--- src/core/dpg_pkg.sv ---
/*
 Constants for the dual-pin general purpose port and supply monitor.
 Assumes an 8-bit register port driven by the device's serial decoder.
*/
package dpg_pkg;
    // ------------------------------------------------------------
    // Register selection
    // ------------------------------------------------------------
    localparam logic DPG_SEL_PIN = 1'b0;
    localparam logic DPG_SEL_MON = 1'b1;
    // ------------------------------------------------------------
    // Pin-function register fields
    // ------------------------------------------------------------
    localparam int DPG_PF_A_GPIO = 0;
    localparam int DPG_PF_A_DIR = 1;
    localparam int DPG_PF_A_DATA = 2;
    localparam int DPG_PF_B_GPIO = 3;
    localparam int DPG_PF_B_DIR = 4;
    localparam int DPG_PF_B_DATA = 5;
    localparam int DPG_PF_THERM = 6;
    localparam logic [7:0] DPG_PF_FIXED_ONES = 8'h80;
    // ------------------------------------------------------------
    // Supply monitor register fields
    // ------------------------------------------------------------
    localparam int DPG_MON_EN = 0;
    localparam int DPG_MON_THR_LO = 1;
    localparam int DPG_MON_THR_HI = 2;
    localparam logic [7:0] DPG_MON_FIXED_ONES = 8'hF0;
    localparam logic [1:0] DPG_THR_RESET = 2'h0;
endpackage

--- src/core/dpg_port.sv ---
/*
 Two multiplexed control pins usable as general purpose I/O, the thermal
 pull-down, the interrupt output and the low input-supply monitor.
 Assumes register accesses arrive from the serial decoder as one-cycle
 strobes; pin inputs and the comparator outputs are synchronous.
*/
`timescale 1ns/100ps
module dpg_port
(
    input wire logic clock,
    input wire logic rst,
    input wire logic reg_wr,
    input wire logic reg_rd,
    input wire logic reg_sel,
    input wire logic [7:0] reg_wdata,
    output logic [7:0] reg_rdata,
    input wire logic cfg_pin_b_tx_mode,
    input wire logic thermal_fault_flag,
    input wire logic thermistor_comparator,
    input wire logic supply_below_thr,
    input wire logic supply_fault_clear,
    input wire logic sync_torch_pin_a_in,
    output logic sync_torch_pin_a_out,
    output logic sync_torch_pin_a_oe,
    input wire logic sync_volt_pin_b_in,
    output logic sync_volt_pin_b_out,
    output logic sync_volt_pin_b_oe,
    output logic pin_a_reset_n,
    output logic pin_b_tx_mode,
    output logic pin_b_sense,
    output logic monitor_enable,
    output logic [1:0] monitor_threshold,
    output logic supply_fault_flag
);
    // ------------------------------------------------------------
    // State
    // ------------------------------------------------------------
    typedef struct packed
    {
        logic a_gpio;
        logic a_dir;
        logic a_data;
        logic b_gpio;
        logic b_dir;
        logic b_data;
        logic therm;
        logic mon_en;
        logic [1:0] thr;
        logic fault;
        logic [7:0] rdata;
    } dpg_state_t;

    dpg_state_t st;
    dpg_state_t next_st;
    logic [7:0] pin_view;
    logic [7:0] mon_view;

    always_comb
    begin
        pin_view = dpg_pkg::DPG_PF_FIXED_ONES;
        pin_view[dpg_pkg::DPG_PF_A_GPIO] = st.a_gpio;
        pin_view[dpg_pkg::DPG_PF_A_DIR] = st.a_dir;
        // Input reads the pin, output reads the latch
        pin_view[dpg_pkg::DPG_PF_A_DATA] = st.a_dir ? st.a_data
                                         : sync_torch_pin_a_in;
        pin_view[dpg_pkg::DPG_PF_B_GPIO] = st.b_gpio;
        pin_view[dpg_pkg::DPG_PF_B_DIR] = st.b_dir;
        pin_view[dpg_pkg::DPG_PF_B_DATA] = st.b_dir ? st.b_data
                                         : sync_volt_pin_b_in;
        pin_view[dpg_pkg::DPG_PF_THERM] = st.therm;
        mon_view = dpg_pkg::DPG_MON_FIXED_ONES;
        mon_view[dpg_pkg::DPG_MON_EN] = st.mon_en;
        mon_view[dpg_pkg::DPG_MON_THR_HI:dpg_pkg::DPG_MON_THR_LO] = st.thr;
    end

    // ------------------------------------------------------------
    // Next state
    // ------------------------------------------------------------
    always_comb
    begin
        next_st = st;
        if (reg_wr && reg_sel == dpg_pkg::DPG_SEL_PIN)
        begin
            next_st.a_gpio = reg_wdata[dpg_pkg::DPG_PF_A_GPIO];
            next_st.a_dir = reg_wdata[dpg_pkg::DPG_PF_A_DIR];
            next_st.a_data = reg_wdata[dpg_pkg::DPG_PF_A_DATA];
            next_st.b_gpio = reg_wdata[dpg_pkg::DPG_PF_B_GPIO];
            next_st.b_dir = reg_wdata[dpg_pkg::DPG_PF_B_DIR];
            next_st.b_data = reg_wdata[dpg_pkg::DPG_PF_B_DATA];
            next_st.therm = reg_wdata[dpg_pkg::DPG_PF_THERM];
        end
        if (reg_wr && reg_sel == dpg_pkg::DPG_SEL_MON)
        begin
            next_st.mon_en = reg_wdata[dpg_pkg::DPG_MON_EN];
            next_st.thr = reg_wdata[dpg_pkg::DPG_MON_THR_HI:
                                    dpg_pkg::DPG_MON_THR_LO];
        end
        // Set wins over clear
        if (supply_fault_clear)
            next_st.fault = 1'b0;
        if (st.mon_en && supply_below_thr)
            next_st.fault = 1'b1;
        if (reg_rd)
            next_st.rdata = (reg_sel == dpg_pkg::DPG_SEL_MON) ? mon_view
                          : pin_view;
    end

    always_ff @(posedge clock or posedge rst)
    begin
        if (rst)
            st <= '0;
        else
            st <= next_st;
    end

    // ------------------------------------------------------------
    // Pins
    // ------------------------------------------------------------
    logic b_out_gpio;
    logic b_pull;
    logic b_irq;

    assign reg_rdata = st.rdata;
    assign pin_a_reset_n = st.a_gpio ? 1'b1 : sync_torch_pin_a_in;
    assign sync_torch_pin_a_oe = st.a_gpio && st.a_dir;
    assign sync_torch_pin_a_out = st.a_data;
    assign b_out_gpio = st.b_gpio && st.b_dir;
    assign b_pull = b_out_gpio && st.therm && thermal_fault_flag;
    // Interrupt output drives the thermistor comparator when not a GPIO output
    assign b_irq = st.therm && !b_out_gpio;
    assign sync_volt_pin_b_oe = b_out_gpio || b_irq;
    assign sync_volt_pin_b_out = b_irq ? thermistor_comparator
                               : (st.b_data && !b_pull);
    assign pin_b_tx_mode = !st.b_gpio && !st.therm
                           && cfg_pin_b_tx_mode;
    assign pin_b_sense = sync_volt_pin_b_in;
    assign monitor_enable = st.mon_en;
    assign monitor_threshold = st.thr;
    assign supply_fault_flag = st.fault;

    // ------------------------------------------------------------
    // Checks
    // ------------------------------------------------------------
    property p_pin_a_mode;
        @(posedge clock) disable iff (rst)
        !st.a_gpio |-> (pin_a_reset_n == sync_torch_pin_a_in)
                       && !sync_torch_pin_a_oe;
    endproperty
    a_pin_a_mode: assert property (p_pin_a_mode)
        else $error("pin A not reset input");

    property p_pin_a_out;
        @(posedge clock) disable iff (rst)
        reg_wr && reg_sel == dpg_pkg::DPG_SEL_PIN
        && reg_wdata[dpg_pkg::DPG_PF_A_GPIO]
        && reg_wdata[dpg_pkg::DPG_PF_A_DIR]
        |=> sync_torch_pin_a_oe
            && sync_torch_pin_a_out
               == $past(reg_wdata[dpg_pkg::DPG_PF_A_DATA]);
    endproperty
    a_pin_a_out: assert property (p_pin_a_out)
        else $error("pin A output wrong");

    property p_pin_b_cfg;
        @(posedge clock) disable iff (rst)
        st.b_gpio |-> !pin_b_tx_mode;
    endproperty
    a_pin_b_cfg: assert property (p_pin_b_cfg)
        else $error("pin B config leak");

    property p_pin_b_out;
        @(posedge clock) disable iff (rst)
        reg_wr && reg_sel == dpg_pkg::DPG_SEL_PIN
        && reg_wdata[dpg_pkg::DPG_PF_B_GPIO]
        && reg_wdata[dpg_pkg::DPG_PF_B_DIR]
        |=> sync_volt_pin_b_oe;
    endproperty
    a_pin_b_out: assert property (p_pin_b_out)
        else $error("pin B not driven");

    property p_pull;
        @(posedge clock) disable iff (rst)
        b_out_gpio && st.therm && thermal_fault_flag
        |-> sync_volt_pin_b_oe && !sync_volt_pin_b_out;
    endproperty
    a_pull: assert property (p_pull)
        else $error("pin B not pulled low");

    property p_irq;
        @(posedge clock) disable iff (rst)
        st.therm && !b_out_gpio
        |-> sync_volt_pin_b_oe
            && sync_volt_pin_b_out == thermistor_comparator;
    endproperty
    a_irq: assert property (p_irq)
        else $error("pin B interrupt wrong");

    property p_mon;
        @(posedge clock) disable iff (rst)
        reg_wr && reg_sel == dpg_pkg::DPG_SEL_MON
        |=> monitor_enable == $past(reg_wdata[dpg_pkg::DPG_MON_EN])
            && monitor_threshold == $past(reg_wdata[dpg_pkg::DPG_MON_THR_HI:
                                       dpg_pkg::DPG_MON_THR_LO]);
    endproperty
    a_mon: assert property (p_mon)
        else $error("monitor setting lost");

    property p_fault;
        @(posedge clock) disable iff (rst)
        monitor_enable && supply_below_thr |=> supply_fault_flag;
    endproperty
    a_fault: assert property (p_fault)
        else $error("supply fault not set");

    property p_fixed;
        @(posedge clock) disable iff (rst)
        reg_rd |=> reg_rdata[7] && ($past(reg_sel) == dpg_pkg::DPG_SEL_PIN
                   || reg_rdata[7:3] == 5'h1E);
    endproperty
    a_fixed: assert property (p_fixed)
        else $error("fixed bits wrong");
endmodule // dpg_port

--- config.mk ---
export PLATFORM = sky130hd
export DESIGN_NAME = dpg_port
export DESIGN_NICKNAME = d
export VERILOG_FILES = /design/src/core/dpg_pkg.sv /design/src/core/dpg_port.sv
export SDC_FILE = /design/constraint.sdc
export NUM_CORES = 1
export LEC_CHECK = 0
export CAP_MARGIN = 20
export CORE_MARGIN = 2
export CORE_UTILIZATION = 45
export DETAILED_ROUTE_END_ITERATION = 8
export DONT_BUFFER_PORTS = 1
export PLACE_DENSITY = 0.67
export SLEW_MARGIN = 30
export SYNTH_ARGS = -nofsm -noshare
export SYNTH_HDL_FRONTEND = slang
export SYNTH_SLANG_ARGS = --single-unit
--- constraint.sdc ---
create_clock -name clock -period 2.3 [get_ports clock]
set_clock_uncertainty 0.2 [all_clocks]
set_input_delay 0.23 -clock clock [delete_from_list [all_inputs] [get_ports clock]]
set_output_delay 0.23 -clock clock [all_outputs]
set_load 0.02 [all_outputs]
==> results of run 1 <==
-- registers in the layout, indices dropped and copies added, names as in the netlist --
register,cells
reg_rdata,8
sync_torch_pin_a_out,1
monitor_threshold,2
monitor_enable,1
pin_view,5
st,1
supply_fault_flag,1
-- final cells by class --
type                            instances  area (sq um)
Inverter                                3          11.3
Timing Repair Buffer                   15           150
Tap cell                               27          33.8
Sequential cell                        19           475
Clock buffer                            4          26.3
Fill cell                             167           931
Multi-Input combinational cell         43           354
-- power breakdown --
group	internal, mW	switching (mW)	total (mW)
Clock	0.0672	0.0933	0.161
Combinational	0.0847	0.0619	0.147
Sequential	0.379	0.0813	0.461
-- how the worst max path moves through the flow --
stage,to,cells after the start,start
finish,sync_volt_pin_b_out,2,pin_view[3]
global placement,sync_volt_pin_b_out,2,pin_view[3]
global route,sync_volt_pin_b_out,2,pin_view[3]
floorplan,sync_volt_pin_b_out,2,pin_view[3]
detailed placement,sync_volt_pin_b_out,2,pin_view[3]
CTS,sync_volt_pin_b_out,2,pin_view[3]
-- critical path: stages, from the launching register on --
cell and delay [ns]:
dfrtp_1 0.44, and2_1 0.19, o211ai_1 0.42
-- layer usage --
layer / up-vias / part of all wire
li1: 265 / -
met1: 284 / 0.43
met2: 19 / 0.49
met3: 2 / 0.064
met4: 0 / 0.012
met5: - / 0
-- repair_timing --
item,CTS,global route
setup endpoints to repair,0,0
gates resized for setup,0,0
hold endpoints to repair,38,0
hold buffers,15,0
-- placed cells by master, fill, tap and decap left out --
master         count
nand2b_1           3
o22a_1             2
nand4b_1           1
mux2_2             4
mux2_4             7
o211ai_1           2
nand2_1            4
and2_1             2
dlygate4sd3_1     15
nor3b_1            1
nor2_1             4
o21ai_0            1
o22ai_1            1
mux2i_1            3
or2_2              3
nand3_1            1
nor2b_4            1
inv_1              3
dfrtp_1           19
clkbuf_1           1
clkbuf_4           3
a21oi_1            3
-- synthesized netlist by cell type --
cell      count
nand4b_1      1
nor3b_1       1
or2_2         3
o22a_1        2
inv_1         3
nand2b_1      3
buf_6         2
a21oi_1       3
buf_4        11
nand2_1       4
nor2_1        4
nand3_1       1
o211ai_1      2
dfrtp_1      19
and2_1        2
mux2_4        7
o21ai_0       1
o22ai_1       1
mux2_2        4
buf_2         1
mux2i_1       3
nor2b_4       1
-- logic make-up (layout without fill, tap and decap cells) --
group / count (synthesis) / count (layout) / share of synthesized area
AO/OA/AOI/OAI: 9 / 9 / 0.0618
buffers and inverters: 17 / 22 / 0.128
multiplexers: 14 / 14 / 0.189
flip-flops: 19 / 19 / 0.500
AND/OR/NAND/NOR: 20 / 20 / 0.121
-- per-stage QoR --
step | hold slack (ns) | area (sq um) | total power [mW] | std cells
after floorplan | -0.0189 | 951 | 0.606 | 79
after global placement | 0.0625 | 875 | 0.584 | 92
after detailed placement | 0.0787 | 875 | 0.588 | 92
after CTS | 0.0121 | 1050 | 0.781 | 111
after global routing | 0.00775 | 1050 | 0.811 | 111
final | 0.0195 | 1050 | 0.768 | 111
==> impl_metrics.toml, run 1 <==
[sta]
fin_crit_ns = 1.76
finalSetupTns_ns = 0
min_period_over_period = 0.767
slew_headroom = 0.524
worst_slew_pin_slew_ns = 0.714
drv_slew = 0
hold_viol = 0
rsz0062_at_grt = "no"
setup_ws_ns = 0.537
max_freq_mhz = 567
setup_viol = 0

[power_and_ir_drop]
powerDensity_nw_per_um2 = 730
ir_drop_uv = 331
leakage_nw = 0.450

[placement]
io_buffers = 0
place_ws_ns = 0.853
hpwl_microns = 1130
gp_congestion = 0.680

[die]
fp.dieW_microns = 50.0
io_pins = 39
start_util = 0.480
core-area_sq_um = 1980
rows = 16
dieArea_sq_um = 2500
die_y_microns = 50.0

[worst_setup_path]
arrival_ns = 1.33
worstPathMaxFanout = 5
cp-start-kind = "flip-flop"
cp-end-kind = "primary output"
reg2reg_from = "reg_rdata[4]"
required_ns = 1.87
rrSetupSlack_ns = 0.76
regToRegEndpoint = "reg_rdata[4]"
crit_type = "reg -> out"
r2r_cells = 3

[hold_path]
hold_end = "reg_rdata[2]"
hold_class = "in -> reg"
hold_path_depth = 2
hp-start = "reg_rd"

[logic_synthesis]
synth_area_leaders = "dfrtp_1, mux2_4, buf_4"
synth_nets = 99
syn_inst = 79
ys_ff_latch = 19
synth_top_cell_area_share = 0.500
ys_types = 22
seq_area_frac_synth = 0.500
synth_top_cell_by_area = "dfrtp_1"
syn_area_sq_um = 951
yosysWarnings = 0
avgSynthCellArea_sq_um = 12.0

[flow_run]
cap_violations = 0

[global_routing]
gr-usage-met1 = 0.190
grt_pass1_wl_microns = 2660
grt_pass1_vias = 537
gr-total-overflow = 0
top_usage_layer = "met2"
grt_use_met2 = 0.218
antenna_found_initial = 0
grt_use_total = 0.142
grt_max_degree = 20
grt_util_met3 = 0.0303

[cells_and_area]
drive_above_1_share = 0.214
utilization = 0.530
n_antenna_cell = 0
num-nets-final = 105
areaGrowthSynthToFinish_pct = 10.5

[status]
status = "finished, final reports clean"

[route]
wl_microns = 1630
drc = 0
drt.antenna.violating_nets = 0
vias = 570
avgRoutedWirePerCell_microns = 14.7
vias_per_cell = 5.14
drt_iter0_drc = 3
first_pass_iters = 3

[clock_tree]
root_buffer = "clkbuf_4"
cts_setup_buffers = 0
path_clk_slew_ns = 0.10
cts.path.max_buffers = 2
h-tree-depth = 1
cts.sinks = 19
cts_buffers = 3
worstSkewPairLatency_ns = 0.28
cts_tree = "done"
Note: power is estimated with default switching activity, not from simulation.
==> run 2: changes to the inputs <==
--- a/config.mk
+++ b/config.mk
@@ -10,7 +10,7 @@
 export CORE_UTILIZATION = 45
 export DETAILED_ROUTE_END_ITERATION = 8
 export DONT_BUFFER_PORTS = 1
-export PLACE_DENSITY = 0.67
+export PLACE_DENSITY = 0.69
 export SLEW_MARGIN = 30
 export SYNTH_ARGS = -nofsm -noshare
 export SYNTH_HDL_FRONTEND = slang
==> constraint.sdc (replaced) <==
create_clock -name clock -period 1.6 [get_ports clock]
set_clock_uncertainty 0.2 [all_clocks]
set_input_delay 0.16 -clock clock [delete_from_list [all_inputs] [get_ports clock]]
set_output_delay 0.16 -clock clock [all_outputs]
set_load 0.02 [all_outputs]
==> run 2 against run 1 <==
Against the previous run:
- design area increased by 5.2%
- first-iteration DRC count increased by 100%
- utilization increased by 2.8 points
- critical path type unchanged
- clock power increased by 49%
- cell count increased by 5.4%
- count of clock-buffer cells in the layout decreased by 1
- non-clock buffer count increased by 6
- global-route usage increased by 0.81 points
- die area unchanged
- sequential power increased by 43%
- via count increased by 2.8%
==> impl_metrics.toml, run 2 (synthesis gave the netlist of run 1 again) <==
[status]
status = "finished, final reports clean"

[route]
avgRoutedWirePerCell_microns = 14.8
wl_microns = 1740
vias_per_cell = 5.01
drc = 0
vias = 586
first_pass_iters = 4
drt_iter0_drc = 6
drt.antenna.violating_nets = 0

[sta]
fin_crit_ns = 1.56
hold_viol = 0
finalSetupTns_ns = 0
fin_hold_ws_ns = 0.0375
max_freq_mhz = 640
worst_slew_pin_slew_ns = 0.443
rsz0062_at_grt = "yes"
min_period_over_period = 0.977
drv_slew = 0
setup_viol = 0
setup_ws_ns = 0.0368
slew_headroom = 0.704

[global_routing]
gr-total-overflow = 0
grt_pass1_wl_microns = 2760
grt_pass1_vias = 561
grt_max_degree = 20
antenna_found_initial = 0
grt_use_total = 0.150

[power_and_ir_drop]
powerDensity_nw_per_um2 = 1040
power_mw = 1.15
leakage_nw = 0.487
ir_drop_uv = 478

[die]
rows = 16
fp.dieW_microns = 50.0
die_y_microns = 50.0
io_pins = 39
start_util = 0.480
core-area_sq_um = 1980
dieArea_sq_um = 2500

[cells_and_area]
areaGrowthSynthToFinish_pct = 16.3
final_cell_mix = "dfrtp_1, dlygate4sd3_1, mux2_4"
n_antenna_cell = 0
utilization = 0.558
final_cells = 117
largest_reg_flops = 8
drive_above_1_share = 0.311
num-nets-final = 111
design_area_sq_um = 1110
layout_commonest_cell = "dfrtp_1"

[worst_setup_path]
critical_path.slowest_cell = "dfrtp_1"
arrival_ns = 1.20
cp-end-kind = "primary output"
critPathBufInv = 0
required_ns = 1.24
critPathTopFamily = "simple AND/OR/NAND/NOR gates"
worst_path_largest_cell_delay_ns = 0.41
worstPathCellList = "and2_4 > or2_2"
worstPathMaxFanout = 3
cp-start-kind = "flip-flop"
crit_type = "reg -> out"

[clock_tree]
root_buffer = "clkbuf_4"
cts.path.max_buffers = 2
worstSkewPairLatency_ns = 0.30
cts_buffers = 3
path_clk_slew_ns = 0.11
cts_tree = "done"
h-tree-depth = 1
cts.sinks = 19

[placement]
place_area_sq_um = 897
place_inst = 95
hpwl_microns = 1180
gp_congestion = 0.689
place_ws_ns = 0.314
io_buffers = 0

[flow_run]
cap_violations = 0

[hold_path]
hold_class = "in -> reg"
[run 2: cell types whose count changed in the layout (fill, tap and decap cells not counted), sizes merged]
cell / previous run / this run
clkinv: 0 / 1
buf: 0 / 6
clkbuf: 4 / 3
[run 2: metal layers]
metal  track usage  wire [microns]
met1         0.189             743
met2         0.233             853
met3        0.0303             112
met4        0.0972              27
met5             0               0
[run 2: final timing paths]
path	startpoint	to	slack, ns	cells after the start
worst max register to register	monitor_enable	supply_fault_flag	0.09	3
worst min-delay path	reg_wr	pin_view[3]	0.04	2
min in group asynchronous	rst	reg_rdata[1]	0.11	3
max in group asynchronous	rst	pin_view[6]	0.88	3
worst max-delay path	pin_view[3]	sync_volt_pin_b_oe	0.04	2
worst min register to register	pin_view[0]	pin_view[0]	0.37	1
[run 2: layout make-up]
class,instances,area (sq um)
Tap cell,27,33.8
Multi-Input combinational cell,43,362
Timing Repair Buffer,21,195
Fill cell,170,876
Inverter,3,11.3
Clock inverter,1,5.00
Clock buffer,3,22.5
Sequential cell,19,477
[run 2: timing repair]
item / CTS / global route
gates resized for setup: 0 / 3
hold buffers: 15 / 0
setup endpoints to repair: 2 / 3
setup buffers: 3 / 0
pin swaps: 0 / 1
hold endpoints to repair: 38 / 0
[run 2: where the power goes]
group          internal [mW]  switching [mW]
sequential             0.546           0.115
combinational          0.148           0.105
clock                 0.0930           0.147
total                  0.787           0.367
